<file path="config.mk">
export PLATFORM = sky130hd
export DESIGN_NAME = fifo_port
export DESIGN_NICKNAME = d
export VERILOG_FILES = /design/src/hw/fifo_port_pkg.sv /design/src/hw/usb_state_if.sv /design/src/hw/option_pin.sv /design/src/hw/fifo_port.sv
export VERILOG_INCLUDE_DIRS = /design/src /design/src/hw
export SDC_FILE = /design/constraint.sdc
export NUM_CORES = 1
export LEC_CHECK = 0
export BUFFER_PORTS_ARGS = -buffer_cell sky130_fd_sc_hd__buf_4
export CAP_MARGIN = 20
export CORE_MARGIN = 5
export CORE_UTILIZATION = 57
export DETAILED_ROUTE_END_ITERATION = 16
export PLACE_DENSITY = 0.95
export SYNTH_ARGS = -nofsm -noshare
export SYNTH_HDL_FRONTEND = slang
export SYNTH_HIERARCHICAL = 1
export SYNTH_SLANG_ARGS = --single-unit
</file>
<file path="constraint.sdc">
create_clock -name sys_clk -period 8.27 [get_ports sys_clk]
set_input_delay 1.2405 -clock sys_clk [delete_from_list [all_inputs] [get_ports sys_clk]]
set_output_delay 1.2405 -clock sys_clk [all_outputs]
set_load 0.02 [all_outputs]
</file>
<file path="src/hw/fifo_port_regs.svh">
`ifndef FIFO_PORT_REGS_SVH
`define FIFO_PORT_REGS_SVH

// ----------------------------------------------------------------------
// Register byte offsets
// ----------------------------------------------------------------------
`define OFS_CTRL 8'h00
`define OFS_STATUS 8'h04
`define OFS_RXDATA 8'h08
`define OFS_TXDATA 8'h0C
`define OFS_EVENT 8'h10

// ----------------------------------------------------------------------
// Control fields
// ----------------------------------------------------------------------
`define CTRL_W 14
`define CTRL_SEL_A_LSB 0
`define CTRL_SEL_B_LSB 4
`define CTRL_WAKE_EN_BIT 8
`define CTRL_SUSPEND_BIT 9
`define CTRL_CONFIG_BIT 10
`define CTRL_CHARGER_BIT 11
`define CTRL_GPIO_WR_BIT 12
`define CTRL_GPIO_RD_BIT 13
`define CTRL_RESET 14'h3100

// ----------------------------------------------------------------------
// Status, data and event fields
// ----------------------------------------------------------------------
`define STAT_RX_FULL_BIT 0
`define STAT_TX_FULL_BIT 1
`define STAT_WAKE_BIT 2
`define STAT_VBUS_BIT 3
`define STAT_INHIBIT_BIT 4
`define STAT_PIN_A_BIT 5
`define STAT_PIN_B_BIT 6
`define TXDATA_VALID_BIT 8
`define EVT_SOF_BIT 0

// ----------------------------------------------------------------------
// Timing
// ----------------------------------------------------------------------
`define SYS_CLK_HZ 10000000
`define WAKE_MIN_MS 20
`define WAKE_CYCLES (`WAKE_MIN_MS * (`SYS_CLK_HZ / 1000))
`define WAKE_CNT_W 18
`define DIV_W 3

`endif

</file>
<file path="src/hw/fifo_port_pkg.sv">
package fifo_port_pkg;

   // ----------------------------------------------------------------------
   // Option pin functions
   // ----------------------------------------------------------------------
   typedef enum logic [3:0] {
      OPT_TRISTATE = 4'h0,
      OPT_DRIVE_HIGH = 4'h1,
      OPT_DRIVE_LOW = 4'h2,
      OPT_POWER_EN = 4'h3,
      OPT_SLEEP_N = 4'h4,
      OPT_CLK_FAST = 4'h5,
      OPT_CLK_MID = 4'h6,
      OPT_CLK_SLOW = 4'h7,
      OPT_CHARGER = 4'h8,
      OPT_CHARGER_N = 4'h9,
      OPT_GPIO_WR = 4'hA,
      OPT_GPIO_RD = 4'hB,
      OPT_VBUS_SENSE = 4'hC,
      OPT_TIME_STAMP = 4'hD,
      OPT_KEEP_AWAKE = 4'hE
   } opt_sel_e;

   // ----------------------------------------------------------------------
   // Wake detector states
   // ----------------------------------------------------------------------
   typedef enum logic [1:0] {
      WK_IDLE = 2'b00,
      WK_COUNT = 2'b01,
      WK_DONE = 2'b11
   } wake_state_e;

   typedef logic [7:0] byte_t;

endpackage

</file>
<file path="src/hw/usb_state_if.sv">
`timescale 1ns/1ns
`default_nettype none

interface usb_state_if;
   logic suspended;
   logic configured;
   logic charger;
   logic gpio_wr_n;
   logic gpio_rd_n;
   logic clk_fast;
   logic clk_mid;
   logic clk_slow;
   logic time_stamp;

   modport src (
      output suspended, configured, charger, gpio_wr_n, gpio_rd_n,
      output clk_fast, clk_mid, clk_slow, time_stamp
   );
   modport sink (
      input suspended, configured, charger, gpio_wr_n, gpio_rd_n,
      input clk_fast, clk_mid, clk_slow, time_stamp
   );
endinterface

`default_nettype wire

</file>
<file path="src/hw/option_pin.sv">
`timescale 1ns/1ns
`default_nettype none

module option_pin
   import fifo_port_pkg::*;
(
   // Clock and reset
   input wire logic sys_clk,
   input wire logic rst_n,
   // Shared device state
   usb_state_if.sink st,
   // Selection and pin
   input wire opt_sel_e sel,
   input wire logic pin_in,
   output logic pin_out,
   output logic pin_oe,
   // Sensed inputs
   output logic vbus_seen,
   output logic keep_awake_seen
);

   logic out_next;
   logic oe_next;
   logic out_reg;
   logic oe_reg;

   always_comb begin
      out_next = 1'b0;
      oe_next = 1'b1;
      unique case (sel)
         OPT_TRISTATE: oe_next = 1'b0;
         OPT_DRIVE_HIGH: out_next = 1'b1;
         OPT_DRIVE_LOW: out_next = 1'b0;
         OPT_POWER_EN: out_next = ~st.configured | st.suspended;
         OPT_SLEEP_N: out_next = ~st.suspended;
         OPT_CLK_FAST: out_next = st.clk_fast;
         OPT_CLK_MID: out_next = st.clk_mid;
         OPT_CLK_SLOW: out_next = st.clk_slow;
         OPT_CHARGER: out_next = st.charger;
         OPT_CHARGER_N: out_next = ~st.charger;
         OPT_GPIO_WR: out_next = st.gpio_wr_n;
         OPT_GPIO_RD: out_next = st.gpio_rd_n;
         OPT_VBUS_SENSE: oe_next = 1'b0;
         OPT_TIME_STAMP: out_next = st.time_stamp;
         OPT_KEEP_AWAKE: oe_next = 1'b0;
         default: oe_next = 1'b0;
      endcase
   end

   always_ff @(posedge sys_clk or negedge rst_n) begin
      if (!rst_n) begin
         out_reg <= 1'b0;
         oe_reg <= 1'b0;
      end else begin
         out_reg <= out_next;
         oe_reg <= oe_next;
      end
   end

   assign pin_out = out_reg;
   assign pin_oe = oe_reg;
   assign vbus_seen = (sel == OPT_VBUS_SENSE) & pin_in;
   assign keep_awake_seen = (sel == OPT_KEEP_AWAKE) & ~pin_in;

   // ----------------------------------------------------------------------
   // Checks
   // ----------------------------------------------------------------------
   property p_drive_high;
      @(posedge sys_clk) disable iff (!rst_n)
      (sel == OPT_DRIVE_HIGH) ##1 (sel == OPT_DRIVE_HIGH) |-> pin_out && pin_oe;
   endproperty
   a_drive_high: assert property (p_drive_high) else $error("drive high option not high");

   property p_sleep_ind;
      @(posedge sys_clk) disable iff (!rst_n)
      (sel == OPT_SLEEP_N) && st.suspended |=> !pin_out || $changed(st.suspended);
   endproperty
   a_sleep_ind: assert property (p_sleep_ind) else $error("sleep option high in suspend");

endmodule

`default_nettype wire

</file>
<file path="src/hw/fifo_port.sv">
// Decided for this implementation: the register addresses and the Avalon-MM interface to the registers.
`timescale 1ns/1ns
`default_nettype none
`include "fifo_port_regs.svh"

module fifo_port
   import fifo_port_pkg::*;
#(
   parameter int WAKE_CYCLES = `WAKE_CYCLES
) (
   // Clock and reset
   input wire logic sys_clk,
   input wire logic nrst,
   // Avalon-MM slave
   input wire logic [7:0] avs_address,
   input wire logic avs_read,
   input wire logic avs_write,
   input wire logic [31:0] avs_writedata,
   output logic [31:0] avs_readdata,
   output logic avs_waitrequest,
   // Parallel FIFO port
   input wire logic [7:0] fifo_data_bus_in,
   output logic [7:0] fifo_data_bus_out,
   output logic [7:0] fifo_data_bus_oe,
   input wire logic read_strobe_n,
   input wire logic write_strobe,
   output logic room_available_n_out,
   output logic room_available_n_oe,
   input wire logic data_waiting_n_in,
   output logic data_waiting_n_out,
   output logic data_waiting_n_oe,
   // Option pins
   input wire logic option_pin_a_in,
   output logic option_pin_a_out,
   output logic option_pin_a_oe,
   input wire logic option_pin_b_in,
   output logic option_pin_b_out,
   output logic option_pin_b_oe,
   // System indications
   output logic resume_request,
   output logic vbus_present,
   output logic suspend_inhibit
);

   localparam logic [`WAKE_CNT_W-1:0] WAKE_LAST = `WAKE_CNT_W'(WAKE_CYCLES - 1);

   // ----------------------------------------------------------------------
   // Reset release
   // ----------------------------------------------------------------------
   logic rst_s1_reg;
   logic rst_n;

   always_ff @(posedge sys_clk or negedge nrst) begin
      if (!nrst) begin
         rst_s1_reg <= 1'b0;
         rst_n <= 1'b0;
      end else begin
         rst_s1_reg <= 1'b1;
         rst_n <= rst_s1_reg;
      end
   end

   // ----------------------------------------------------------------------
   // Strobe synchronisers
   // ----------------------------------------------------------------------
   // The data bus is delayed alongside the write strobe so that the byte
   // captured belongs to the same sample as the detected falling edge.
   logic rd_s1_reg, rd_s2_reg, rd_s3_reg;
   logic wr_s1_reg, wr_s2_reg, wr_s3_reg;
   byte_t data_s1_reg, data_s2_reg;

   always_ff @(posedge sys_clk or negedge rst_n) begin
      if (!rst_n) begin
         rd_s1_reg <= 1'b1;
         rd_s2_reg <= 1'b1;
         rd_s3_reg <= 1'b1;
         wr_s1_reg <= 1'b0;
         wr_s2_reg <= 1'b0;
         wr_s3_reg <= 1'b0;
         data_s1_reg <= 8'h00;
         data_s2_reg <= 8'h00;
      end else begin
         rd_s1_reg <= read_strobe_n;
         rd_s2_reg <= rd_s1_reg;
         rd_s3_reg <= rd_s2_reg;
         wr_s1_reg <= write_strobe;
         wr_s2_reg <= wr_s1_reg;
         wr_s3_reg <= wr_s2_reg;
         data_s1_reg <= fifo_data_bus_in;
         data_s2_reg <= data_s1_reg;
      end
   end

   wire rd_fall = rd_s3_reg & ~rd_s2_reg;
   wire wr_fall = wr_s3_reg & ~wr_s2_reg;

   // ----------------------------------------------------------------------
   // Avalon-MM decode
   // ----------------------------------------------------------------------
   // Every access takes one wait state; read data is registered in the
   // wait cycle so it stands steady at the edge where waitrequest is low.
   logic served_reg;
   logic [31:0] readdata_reg;
   logic [`CTRL_W-1:0] ctrl_reg;
   logic rx_full_reg, tx_full_reg, wake_flag_reg, time_stamp_reg;
   byte_t rx_byte_reg, tx_byte_reg;
   logic [`DIV_W-1:0] div_cnt_reg;
   logic pin_a_in_w, pin_b_in_w;

   wire req = avs_read | avs_write;
   wire accept = req & served_reg;
   wire rd_acc = accept & avs_read;
   wire wr_acc = accept & avs_write;
   wire hit_ctrl = (avs_address == `OFS_CTRL);
   wire hit_status = (avs_address == `OFS_STATUS);
   wire hit_rxdata = (avs_address == `OFS_RXDATA);
   wire hit_txdata = (avs_address == `OFS_TXDATA);
   wire hit_event = (avs_address == `OFS_EVENT);

   wire wake_en = ctrl_reg[`CTRL_WAKE_EN_BIT];
   wire suspended = ctrl_reg[`CTRL_SUSPEND_BIT];
   wire wake_mode = wake_en & suspended;

   wire [31:0] status_w = {25'h0000000, option_pin_b_in, option_pin_a_in, suspend_inhibit,
      vbus_present, wake_flag_reg, tx_full_reg, rx_full_reg};
   wire [31:0] txdata_w = {23'h000000, tx_full_reg, tx_byte_reg};
   wire [31:0] ctrl_w = {18'h00000, ctrl_reg};
   wire [31:0] rd_mux = hit_ctrl ? ctrl_w :
      hit_status ? status_w :
      hit_txdata ? txdata_w : 32'h00000000;

   wire tx_pop = rd_acc & hit_txdata & readdata_reg[`TXDATA_VALID_BIT];
   wire rx_load = wr_acc & hit_rxdata & ~rx_full_reg & rd_s2_reg;
   wire rx_take = rd_fall & rx_full_reg;
   wire tx_take = wr_fall & (~tx_full_reg | tx_pop);
   wire sof_evt = wr_acc & hit_event & avs_writedata[`EVT_SOF_BIT];
   wire wake_clr = wr_acc & hit_status & avs_writedata[`STAT_WAKE_BIT];

   assign avs_waitrequest = req & ~served_reg;
   assign avs_readdata = readdata_reg;

   always_ff @(posedge sys_clk or negedge rst_n) begin
      if (!rst_n) begin
         served_reg <= 1'b0;
         readdata_reg <= 32'h00000000;
      end else begin
         served_reg <= req & ~served_reg;
         if (avs_read & ~served_reg) begin
            readdata_reg <= rd_mux;
         end
      end
   end

   always_ff @(posedge sys_clk or negedge rst_n) begin
      if (!rst_n) begin
         ctrl_reg <= `CTRL_RESET;
      end else if (wr_acc & hit_ctrl) begin
         ctrl_reg <= avs_writedata[`CTRL_W-1:0];
      end
   end

   // ----------------------------------------------------------------------
   // Receive and transmit holding bytes
   // ----------------------------------------------------------------------
   // A receive load is ignored while a read strobe is low, so the byte
   // on the bus never changes in the middle of a host read.
   always_ff @(posedge sys_clk or negedge rst_n) begin
      if (!rst_n) begin
         rx_full_reg <= 1'b0;
         rx_byte_reg <= 8'h00;
      end else if (rx_load) begin
         rx_full_reg <= 1'b1;
         rx_byte_reg <= avs_writedata[7:0];
      end else if (rx_take) begin
         rx_full_reg <= 1'b0;
      end
   end

   always_ff @(posedge sys_clk or negedge rst_n) begin
      if (!rst_n) begin
         tx_full_reg <= 1'b0;
         tx_byte_reg <= 8'h00;
      end else if (tx_take) begin
         tx_full_reg <= 1'b1;
         tx_byte_reg <= data_s2_reg;
      end else if (tx_pop) begin
         tx_full_reg <= 1'b0;
      end
   end

   assign fifo_data_bus_out = rx_byte_reg;
   assign fifo_data_bus_oe = {8{rst_n & ~rd_s2_reg}};
   assign room_available_n_out = tx_full_reg;
   assign room_available_n_oe = rst_n;
   assign data_waiting_n_out = ~rx_full_reg;
   assign data_waiting_n_oe = rst_n & ~wake_mode;

   // ----------------------------------------------------------------------
   // Remote wake detector
   // ----------------------------------------------------------------------
   wake_state_e wake_state_reg, wake_state_next;
   logic [`WAKE_CNT_W-1:0] wake_cnt_reg, wake_cnt_next;
   logic wake_hit;

   wire wake_low = wake_mode & ~data_waiting_n_in;

   always_comb begin
      wake_state_next = wake_state_reg;
      wake_cnt_next = wake_cnt_reg;
      wake_hit = 1'b0;
      unique case (wake_state_reg)
         WK_IDLE: begin
            if (wake_low) begin
               wake_state_next = WK_COUNT;
               wake_cnt_next = `WAKE_CNT_W'(1);
            end
         end
         WK_COUNT: begin
            if (!wake_low) begin
               wake_state_next = WK_IDLE;
            end else if (wake_cnt_reg == WAKE_LAST) begin
               wake_state_next = WK_DONE;
               wake_hit = 1'b1;
            end else begin
               wake_cnt_next = wake_cnt_reg + `WAKE_CNT_W'(1);
            end
         end
         WK_DONE: begin
            if (!wake_low) begin
               wake_state_next = WK_IDLE;
            end
         end
         default: wake_state_next = WK_IDLE;
      endcase
   end

   always_ff @(posedge sys_clk or negedge rst_n) begin
      if (!rst_n) begin
         wake_state_reg <= WK_IDLE;
         wake_cnt_reg <= '0;
         wake_flag_reg <= 1'b0;
      end else begin
         wake_state_reg <= wake_state_next;
         wake_cnt_reg <= wake_cnt_next;
         wake_flag_reg <= wake_hit | (wake_flag_reg & ~wake_clr);
      end
   end

   assign resume_request = wake_hit;

   // ----------------------------------------------------------------------
   // Clock outputs and time stamp
   // ----------------------------------------------------------------------
   // The output clocks are binary divisions of the system clock; they hold
   // their level while suspended instead of running.
   always_ff @(posedge sys_clk or negedge rst_n) begin
      if (!rst_n) begin
         div_cnt_reg <= '0;
         time_stamp_reg <= 1'b0;
      end else begin
         if (!suspended) begin
            div_cnt_reg <= div_cnt_reg + `DIV_W'(1);
         end
         if (sof_evt) begin
            time_stamp_reg <= ~time_stamp_reg;
         end
      end
   end

   // ----------------------------------------------------------------------
   // Option pins
   // ----------------------------------------------------------------------
   usb_state_if st ();

   assign st.suspended = suspended;
   assign st.configured = ctrl_reg[`CTRL_CONFIG_BIT];
   assign st.charger = ctrl_reg[`CTRL_CHARGER_BIT];
   assign st.gpio_wr_n = ctrl_reg[`CTRL_GPIO_WR_BIT];
   assign st.gpio_rd_n = ctrl_reg[`CTRL_GPIO_RD_BIT];
   assign st.clk_fast = div_cnt_reg[0];
   assign st.clk_mid = div_cnt_reg[1];
   assign st.clk_slow = div_cnt_reg[2];
   assign st.time_stamp = time_stamp_reg;

   logic [1:0] pin_in_w, pin_out_w, pin_oe_w, vbus_w, keep_w;
   assign pin_a_in_w = option_pin_a_in;
   assign pin_b_in_w = option_pin_b_in;
   assign pin_in_w = {pin_b_in_w, pin_a_in_w};

   for (genvar i = 0; i < 2; i++) begin : g_opt
      option_pin u_pin (
         .sys_clk(sys_clk),
         .rst_n(rst_n),
         .st(st),
         .sel(opt_sel_e'(ctrl_reg[4*i +: 4])),
         .pin_in(pin_in_w[i]),
         .pin_out(pin_out_w[i]),
         .pin_oe(pin_oe_w[i]),
         .vbus_seen(vbus_w[i]),
         .keep_awake_seen(keep_w[i])
      );
   end

   assign option_pin_a_out = pin_out_w[0];
   assign option_pin_a_oe = pin_oe_w[0];
   assign option_pin_b_out = pin_out_w[1];
   assign option_pin_b_oe = pin_oe_w[1];
   assign vbus_present = |vbus_w;
   assign suspend_inhibit = |keep_w;

   // ----------------------------------------------------------------------
   // Checks
   // ----------------------------------------------------------------------
   property p_bus_drive;
      @(posedge sys_clk) disable iff (!rst_n)
      !read_strobe_n [*3] |-> fifo_data_bus_oe == 8'hFF && fifo_data_bus_out == rx_byte_reg;
   endproperty
   a_bus_drive: assert property (p_bus_drive) else $error("bus not driven in read");

   property p_bus_float;
      @(posedge sys_clk) disable iff (!rst_n)
      read_strobe_n [*3] |-> fifo_data_bus_oe == 8'h00;
   endproperty
   a_bus_float: assert property (p_bus_float) else $error("bus driven outside read");

   property p_rx_advance;
      @(posedge sys_clk) disable iff (!rst_n)
      rd_fall && rx_full_reg |=> !rx_full_reg && data_waiting_n_out;
   endproperty
   a_rx_advance: assert property (p_rx_advance) else $error("read did not advance");

   property p_tx_capture;
      @(posedge sys_clk) disable iff (!rst_n)
      $fell(write_strobe) && !tx_full_reg && !served_reg ##1 !write_strobe
         |-> ##2 tx_full_reg && tx_byte_reg == $past(fifo_data_bus_in, 3);
   endproperty
   a_tx_capture: assert property (p_tx_capture) else $error("write byte not captured");

   property p_flags_reset;
      @(posedge sys_clk) disable iff (!nrst)
      !rst_n |-> !room_available_n_oe && !data_waiting_n_oe;
   endproperty
   a_flags_reset: assert property (p_flags_reset) else $error("flag driven in reset");

   property p_wake_count;
      @(posedge sys_clk) disable iff (!rst_n)
      wake_hit |-> wake_cnt_reg == WAKE_LAST && wake_low && data_waiting_n_oe == 1'b0;
   endproperty
   a_wake_count: assert property (p_wake_count) else $error("wake fired early");

   property p_single_edge;
      @(posedge sys_clk) disable iff (!rst_n)
      wr_fall |=> !wr_fall [*2];
   endproperty
   a_single_edge: assert property (p_single_edge) else $error("strobe acted twice");

   property p_time_stamp;
      @(posedge sys_clk) disable iff (!rst_n)
      sof_evt |=> time_stamp_reg != $past(time_stamp_reg);
   endproperty
   a_time_stamp: assert property (p_time_stamp) else $error("time stamp did not toggle");

   property p_clk_stop;
      @(posedge sys_clk) disable iff (!rst_n)
      suspended |=> $stable(div_cnt_reg);
   endproperty
   a_clk_stop: assert property (p_clk_stop) else $error("clock ran in suspend");

   property p_clk_run;
      @(posedge sys_clk) disable iff (!rst_n)
      rst_n && !suspended |=> div_cnt_reg == $past(div_cnt_reg) + `DIV_W'(1);
   endproperty
   a_clk_run: assert property (p_clk_run) else $error("clock divider stalled");

   property p_bus_answer;
      @(posedge sys_clk) disable iff (!rst_n)
      req && !served_reg |=> !avs_waitrequest || !req;
   endproperty
   a_bus_answer: assert property (p_bus_answer) else $error("bus answer late");

   c_read: cover property (@(posedge sys_clk) disable iff (!rst_n) rx_take);
   c_write: cover property (@(posedge sys_clk) disable iff (!rst_n) tx_take);
   c_wake: cover property (@(posedge sys_clk) disable iff (!rst_n) wake_hit);
   c_sof: cover property (@(posedge sys_clk) disable iff (!rst_n) sof_evt);

endmodule

`default_nettype wire

</file>
==> impl_metrics.env, run 1 <==
export IMPL_cts_made_buffers=9
export IMPL_die_w_um=101
export IMPL_power_density_mw_per_mm2=173
export IMPL_end_kind="output port"
export IMPL_synth_edf_count=0
export IMPL_antenna_left=0
export IMPL_numPortBuffers=80
export IMPL_finalCritPeriodShare_pct=41.9
export IMPL_crit_path_frequent_cell="buf_4"
export IMPL_gp_congestion=0.883
export IMPL_ys_seq_elements=100
export IMPL_whs_ns=0.276
export IMPL_netlist_top_cells_count="dfrtp_1, nand2_1, buf_4, mux2_2, nor2_1"
export IMPL_synthesis_area_sq_mm=0.00471
export IMPL_largest_register_ffs=18
export IMPL_multi_input_area_sq_mm=0.00194
export IMPL_synth_cells=414
export IMPL_yosys_area_share_simple_pct=16.5
export IMPL_coreArea_sq_mm=0.00813
export IMPL_grt_pass1_vias=3383
export IMPL_yosysMostFrequentCell="dfrtp_1"
export IMPL_grt_pass1_wl_mm=16.9
export IMPL_synthArstFlopShare_pct=100
export IMPL_skew_ns=0.0128
export IMPL_worst_pin_slew_ns=0.820
export IMPL_power_ir_vdd_worst_mv=0.0904
export IMPL_synth_area_leaders="dfrtp_1, mux2_2, buf_4"
export IMPL_fin_nets=538
export IMPL_drive_above_1_share_pct=30.4
export IMPL_cts_buffer_depth=2
export IMPL_p_sw_w=0.000235
export IMPL_fillers=589
export IMPL_cp_max_fo=69
export IMPL_synth_xor_area_share_pct=0.558
export IMPL_required_ns=7.03
export IMPL_drtIter0Drc=237
export IMPL_critPathKind="register to output port"
export IMPL_cap_viol_max_count=0
export IMPL_synthFlopType="dfrtp_1"
export IMPL_critPathLaunchType="register"
export IMPL_clk_pin_slew_ns=0.09
export IMPL_rsz0062_at_grt="no"
export IMPL_ys_seq_area_share_pct=53.3
export IMPL_cts_root_buf="clkbuf_8"
export IMPL_fin_setup_tns_ns=0
export IMPL_num_io_pins=117
export IMPL_grt_max_degree=70
export IMPL_fmax_ghz=0.289
export IMPL_drt_vias_per_instance=5.92
export IMPL_finalMaxSlewViolations=0
export IMPL_critPathArrivalTime_ns=2.22
export IMPL_fin_crit_ns=3.46
export IMPL_globalRouteOverflowTotal=0
export IMPL_outcome="finished, final reports clean"
export IMPL_grt_use_total_pct=20.9
export IMPL_hold_violations=0
export IMPL_syn_avg_cell_area_sq_um=11.4
export IMPL_power_frac_comb_pct=9.5
export IMPL_worst_slack_ns=4.81
export IMPL_wirelength_mm=10.4
export IMPL_dp_cells=573
export IMPL_synthMuxAreaShare_pct=11.2
export IMPL_dp_worst_setup_slack_ns=4.84
export IMPL_rows=33
export IMPL_post_cts_buffers=0
export IMPL_synth_distinct_cells=54
export IMPL_antenna_found_initial=0
export IMPL_synth_top_area_share_pct=49.9
export IMPL_synthAdderAreaFrac_pct=0.531
export IMPL_dpl_instance_area_sq_mm=0.00522
export IMPL_clock_sinks=100
export IMPL_syn2layout_area_growth_pct=15.2
export IMPL_worst_slew_margin_rel_pct=45.3
export IMPL_seq_area_sq_mm=0.00251
export IMPL_clkPwrFrac_pct=34.0
export IMPL_synth_compound_area_share_pct=10.9
export IMPL_synth_warnings=6
export IMPL_crit_slowest_cell="buf_4"
export IMPL_cts_tree="done"
export IMPL_crit_path_cell_trace="buf_4, and2_1, buf_4"
export IMPL_yosys_area_top_type="dfrtp_1"
export IMPL_seqPwrFrac_pct=56.5
export IMPL_swShare_pct=25.1
export IMPL_post_cts_resized=0
export IMPL_die_area_sq_mm=0.0102
export IMPL_internal_power_w=0.000702
export IMPL_antenna_cells=0
export IMPL_cellLeakagePower_nw=2.56
export IMPL_dp_hpwl_mm=7.41
export IMPL_holdBufCountCts=0
export IMPL_routedWlPerCell_um=17.6
export IMPL_layout_cells_non_filler=589
export IMPL_fp_dieH_um=101
export IMPL_vias=3484
export IMPL_worstSkewPairLatency_ns=0.36
export IMPL_slowest_delay_ns=0.75
export IMPL_fin_area_sq_mm=0.00543
export IMPL_initial_core_util_pct=57.9
export IMPL_synth_top_family_by_area="simple AND/OR/NAND/NOR gates"
export IMPL_cts_max_level=3
export IMPL_hold_path_class="register to async pin"
export IMPL_first_pass_iters=5
export IMPL_setup_viol=0
export IMPL_drc_errors=0
## stage by stage
| step | util [%] | power (W) |
|---|---|---|
| 6_report | 66.7 | 0.000937 |
| 5_1_grt | 66.7 | 0.000974 |
| 4_1_cts | 66.7 | 0.000943 |
| 3_5_place_dp | 64.2 | 0.000627 |
| 3_3_place_gp | 64.2 | 0.000622 |
| 2_1_floorplan | - | 0.000599 |
## power by group through the flow
| stage | Combinational [W] | Sequential [W] | Clock (W) |
|---|---|---|---|
| detailed placement | 0.0000892 | 0.000538 | 0 |
| floorplan | 0.0000606 | 0.000538 | 0 |
| global placement | 0.0000856 | 0.000536 | 0 |
| CTS | 0.0000897 | 0.000529 | 0.000324 |
| global route | 0.0000983 | 0.000533 | 0.000343 |
| finish | 0.0000888 | 0.000529 | 0.000319 |
## final timing paths
path	start	to	slack, ns	cells after the start
setup / recovery	room_available_n_oe	data_waiting_n_oe	4.81	3
hold / removal	room_available_n_oe	wake_cnt_reg[6]	0.28	0
setup reg to reg	ctrl_reg[9]	wake_cnt_reg[15]	6.06	4
hold reg to reg	room_available_n_oe	wake_cnt_reg[6]	0.28	0
max in group asynchronous	room_available_n_oe	wake_cnt_reg[15]	6.82	1
min in group sys_clk	data_s1_reg[3]	data_s2_reg[3]	0.35	0
## logic make-up (layout without fill, tap and decap cells)
logic type,after synthesis,count (layout)
adder cells (fa/ha/maj),2,2
AO/OA/AOI/OAI,76,76
buffers and inverters,50,103
multiplexers,45,45
XOR/XNOR,3,3
other,2,19
AND/OR/NAND/NOR,136,136
flip-flops,100,100
## cell type report
class,count,area share (%)
Clock buffer,12,2.68
Clock inverter,4,1.08
Multi-Input combinational cell,281,35.8
Tap cell,105,2.42
Inverter,5,0.346
Sequential cell,100,46.3
Timing Repair Buffer,82,11.3
## critical path: cells and delay by family, from the launching register on
kind | cells | cell delay [ns]
buf+inv | 2 | 0.89
flops | 1 | 0.71
simple gates | 1 | 0.24
## placed cells by master, fill, tap and decap left out, types with 6 or more instances in the layout
| master | count |
|---|---|
| a21oi_1 | 15 |
| a22o_1 | 6 |
| clkbuf_8 | 10 |
| nor2_1 | 23 |
| mux2_4 | 10 |
| nand2_1 | 34 |
| a31oi_1 | 19 |
| dfrtp_1 | 93 |
| dfstp_2 | 6 |
| o31ai_1 | 9 |
| buf_4 | 82 |
| o21ai_0 | 12 |
| conb_1 | 19 |
| mux2i_1 | 12 |
| nand4_1 | 9 |
| nand3_1 | 10 |
| and3_1 | 8 |
| nor4b_1 | 6 |
| mux2_2 | 23 |
## routing by layer
layer	vias to the layer above	routed length (um)	track usage [%]	share of wire [%]
met5	-	0	0	0
met4	0	163	5.73	1.6
met3	19	820	4.15	7.9
met2	140	5100	33.3	49
met1	1733	4270	29.3	41
li1	1592	-	-	-
No activity file was read; power rests on OpenSTA's default activity.
==> inputs of run 2 (changes only) <==
--- a/config.mk
+++ b/config.mk
@@ -9,9 +9,9 @@
 export BUFFER_PORTS_ARGS = -buffer_cell sky130_fd_sc_hd__buf_4
 export CAP_MARGIN = 20
 export CORE_MARGIN = 5
-export CORE_UTILIZATION = 57
+export CORE_UTILIZATION = 48
 export DETAILED_ROUTE_END_ITERATION = 16
-export PLACE_DENSITY = 0.95
+export PLACE_DENSITY = 0.87
 export SYNTH_ARGS = -nofsm -noshare
 export SYNTH_HDL_FRONTEND = slang
 export SYNTH_HIERARCHICAL = 1
==> constraint.sdc (replaced) <==
create_clock -name sys_clk -period 3.05 [get_ports sys_clk]
set_input_delay 0.4575 -clock sys_clk [delete_from_list [all_inputs] [get_ports sys_clk]]
set_output_delay 0.4575 -clock sys_clk [all_outputs]
set_load 0.02 [all_outputs]
==> run 2 against run 1 <==
Effect of this change:
- sequential power grew to 2.7 times the previous value
- hold slack worse by 0.10 ns
- utilization is 10 points lower
- clock power is 140% higher
- largest cell class unchanged
- register-to-register slack worse by 5.4 ns
- setup slack worse by 4.4 ns
- first-iteration DRC count is 25% lower
- non-clock buffer count is 3 higher
- sequential share of layout area is 0.29 points lower
==> impl_metrics.env, run 2 (synthesized netlist as in run 1, its figures left out) <==
export IMPL_outcome="finished, final reports clean"
export IMPL_end_kind="output port"
export IMPL_setup_viol=0
export IMPL_grt_max_degree=51
export IMPL_worst_pin_slew_ns=0.783
export IMPL_clock_sinks=100
export IMPL_critPathArrivalTime_ns=2.21
export IMPL_antenna_left=0
export IMPL_fin_crit_ns=2.67
export IMPL_rsz0062_at_grt="no"
export IMPL_fp_dieH_um=109
export IMPL_rows=36
export IMPL_finalCritPeriodShare_pct=87.4
export IMPL_wirelength_mm=10.2
export IMPL_cts_made_buffers=9
export IMPL_rr_endpoint="wake_cnt_reg[12]"
export IMPL_fmax_ghz=0.375
export IMPL_required_ns=2.59
export IMPL_vias=3406
export IMPL_grt_pass1_vias=3331
export IMPL_syn2layout_area_growth_pct=15.9
export IMPL_first_pass_iters=5
export IMPL_power_density_mw_per_mm2=449
export IMPL_fin_nets=541
export IMPL_hold_path_class="register to async pin"
export IMPL_critPathKind="register to output port"
export IMPL_die_w_um=109
export IMPL_routedWlPerCell_um=16.5
export IMPL_initial_core_util_pct=48.6
export IMPL_dp_cells=603
export IMPL_crit_path_cell_trace="ha_1, and3_1, nand3_1, nor3_1, inv_1, nor2_1, buf_4"
export IMPL_power_ir_vdd_worst_mv=0.257
export IMPL_coreArea_sq_mm=0.00968
export IMPL_cts_tree="done"
export IMPL_worstSkewPairLatency_ns=0.37
export IMPL_critPathLaunch="wake_cnt_reg[0]"
export IMPL_skew_ns=0.0112
export IMPL_crit_path_end="resume_request"
export IMPL_cap_viol_max_count=0
export IMPL_layout_cells_non_filler=620
export IMPL_drt_vias_per_instance=5.49
export IMPL_dp_hpwl_mm=7.62
export IMPL_grt_use_total_pct=17.6
export IMPL_worst_slew_margin_rel_pct=47.6
export IMPL_fin_setup_tns_ns=0
export IMPL_final_common_cell="dfrtp_1"
export IMPL_drive_above_1_share_pct=30.6
export IMPL_slowest_delay_ns=0.42
export IMPL_post_cts_buffers=0
export IMPL_r2r_start="wake_cnt_reg[13]"
export IMPL_die_area_sq_mm=0.0119
export IMPL_crit_slowest_cell="dfrtp_1"
export IMPL_drc_errors=0
export IMPL_r2r_slack_ns=0.71
export IMPL_cts_root_buf="clkbuf_8"
export IMPL_grt_pass1_wl_mm=16.3
export IMPL_critPathLaunchType="register"
export IMPL_layout_common_cells="dfrtp_1, buf_4, nand2_1"
export IMPL_hold_violations=0
export IMPL_cp_max_fo=5
export IMPL_num_io_pins=117
export IMPL_cts_max_level=3
export IMPL_globalRouteOverflowTotal=0
export IMPL_cellLeakagePower_nw=2.55
export IMPL_holdBufCountCts=1
export IMPL_post_cts_resized=0
export IMPL_utilization_pct=56.4
export IMPL_r2r_cells=6
export IMPL_clk_pin_slew_ns=0.09
export IMPL_finalMaxSlewViolations=0
export IMPL_antenna_found_initial=0
export IMPL_drtIter0Drc=178
export IMPL_numPortBuffers=80
export IMPL_cts_buffer_depth=2
export IMPL_gp_congestion=0.877
export IMPL_largest_register_ffs=18
export IMPL_antenna_cells=0
-- run 2: changes by cell type in the layout (fill, tap and decap cells not counted) --
cell           delta
dlygate4sd3_1     +1
clkinvlp_4        +2
bufinv_16         -1
inv_6             +1
buf_4             +2
inv_8             -1
clkinv_4          -1
-- run 2: how the worst min path moves through the flow --
stage	slack, ns	end	cells after the start
floorplan	0.16	room_available_n_oe	0
global placement	0.18	wake_cnt_reg[6]	0
detailed placement	0.18	wake_cnt_reg[6]	0
CTS	0.18	wr_s1_reg	1
global route	0.17	data_s1_reg[1]	1
finish	0.18	wake_cnt_reg[4]	0
-- run 2: area by class of cell --
type / instances / area [sq um]
clock inverters: 4 / 32.5
repair buffers: 85 / 641
well taps: 133 / 166
inverters: 5 / 18.8
clock buffers: 12 / 145
fillers: 794 / 4230
multi-input cells: 281 / 1940
flip-flops and latches: 100 / 2510
-- run 2: through the flow --
step | area [sq um] | setup WS [ns] | power, W | hold WS [ns]
floorplan | 4780 | 0.113 | 0.00162 | 0.162
global placement | 5270 | 0.516 | 0.00169 | 0.176
detailed placement | 5270 | 0.450 | 0.00170 | 0.183
CTS | 5460 | 0.439 | 0.00247 | 0.182
global route | 5460 | 0.286 | 0.00257 | 0.171
finish | 5460 | 0.384 | 0.00245 | 0.176
-- run 2: report_power, final --
part	internal, W	switching, W
sequential	0.00138	0.0000487
clock	0.000324	0.000453
combinational	0.000114	0.000134
total	0.00182	0.000636
-- run 2: routing by layer --
layer  vias up  GRT usage [%]  part of all wire, %  wire length [um]
li1       1600              -                    -                 -
met1      1633           22.5                   41              4160
met2       157           29.7                   50              5070
met3        16           4.20                  8.3               845
met4         0           5.23                  1.3               136
met5         -              0                    0                 0
-- run 2: worst max-delay path, delay by kind of cell (launching register included) --
kind,cells,cell delay [ns]
AND/OR/NAND/NOR,4,0.91
flip-flops,1,0.42
buffers and inverters,2,0.29
adder cells (fa/ha/maj),1,0.24
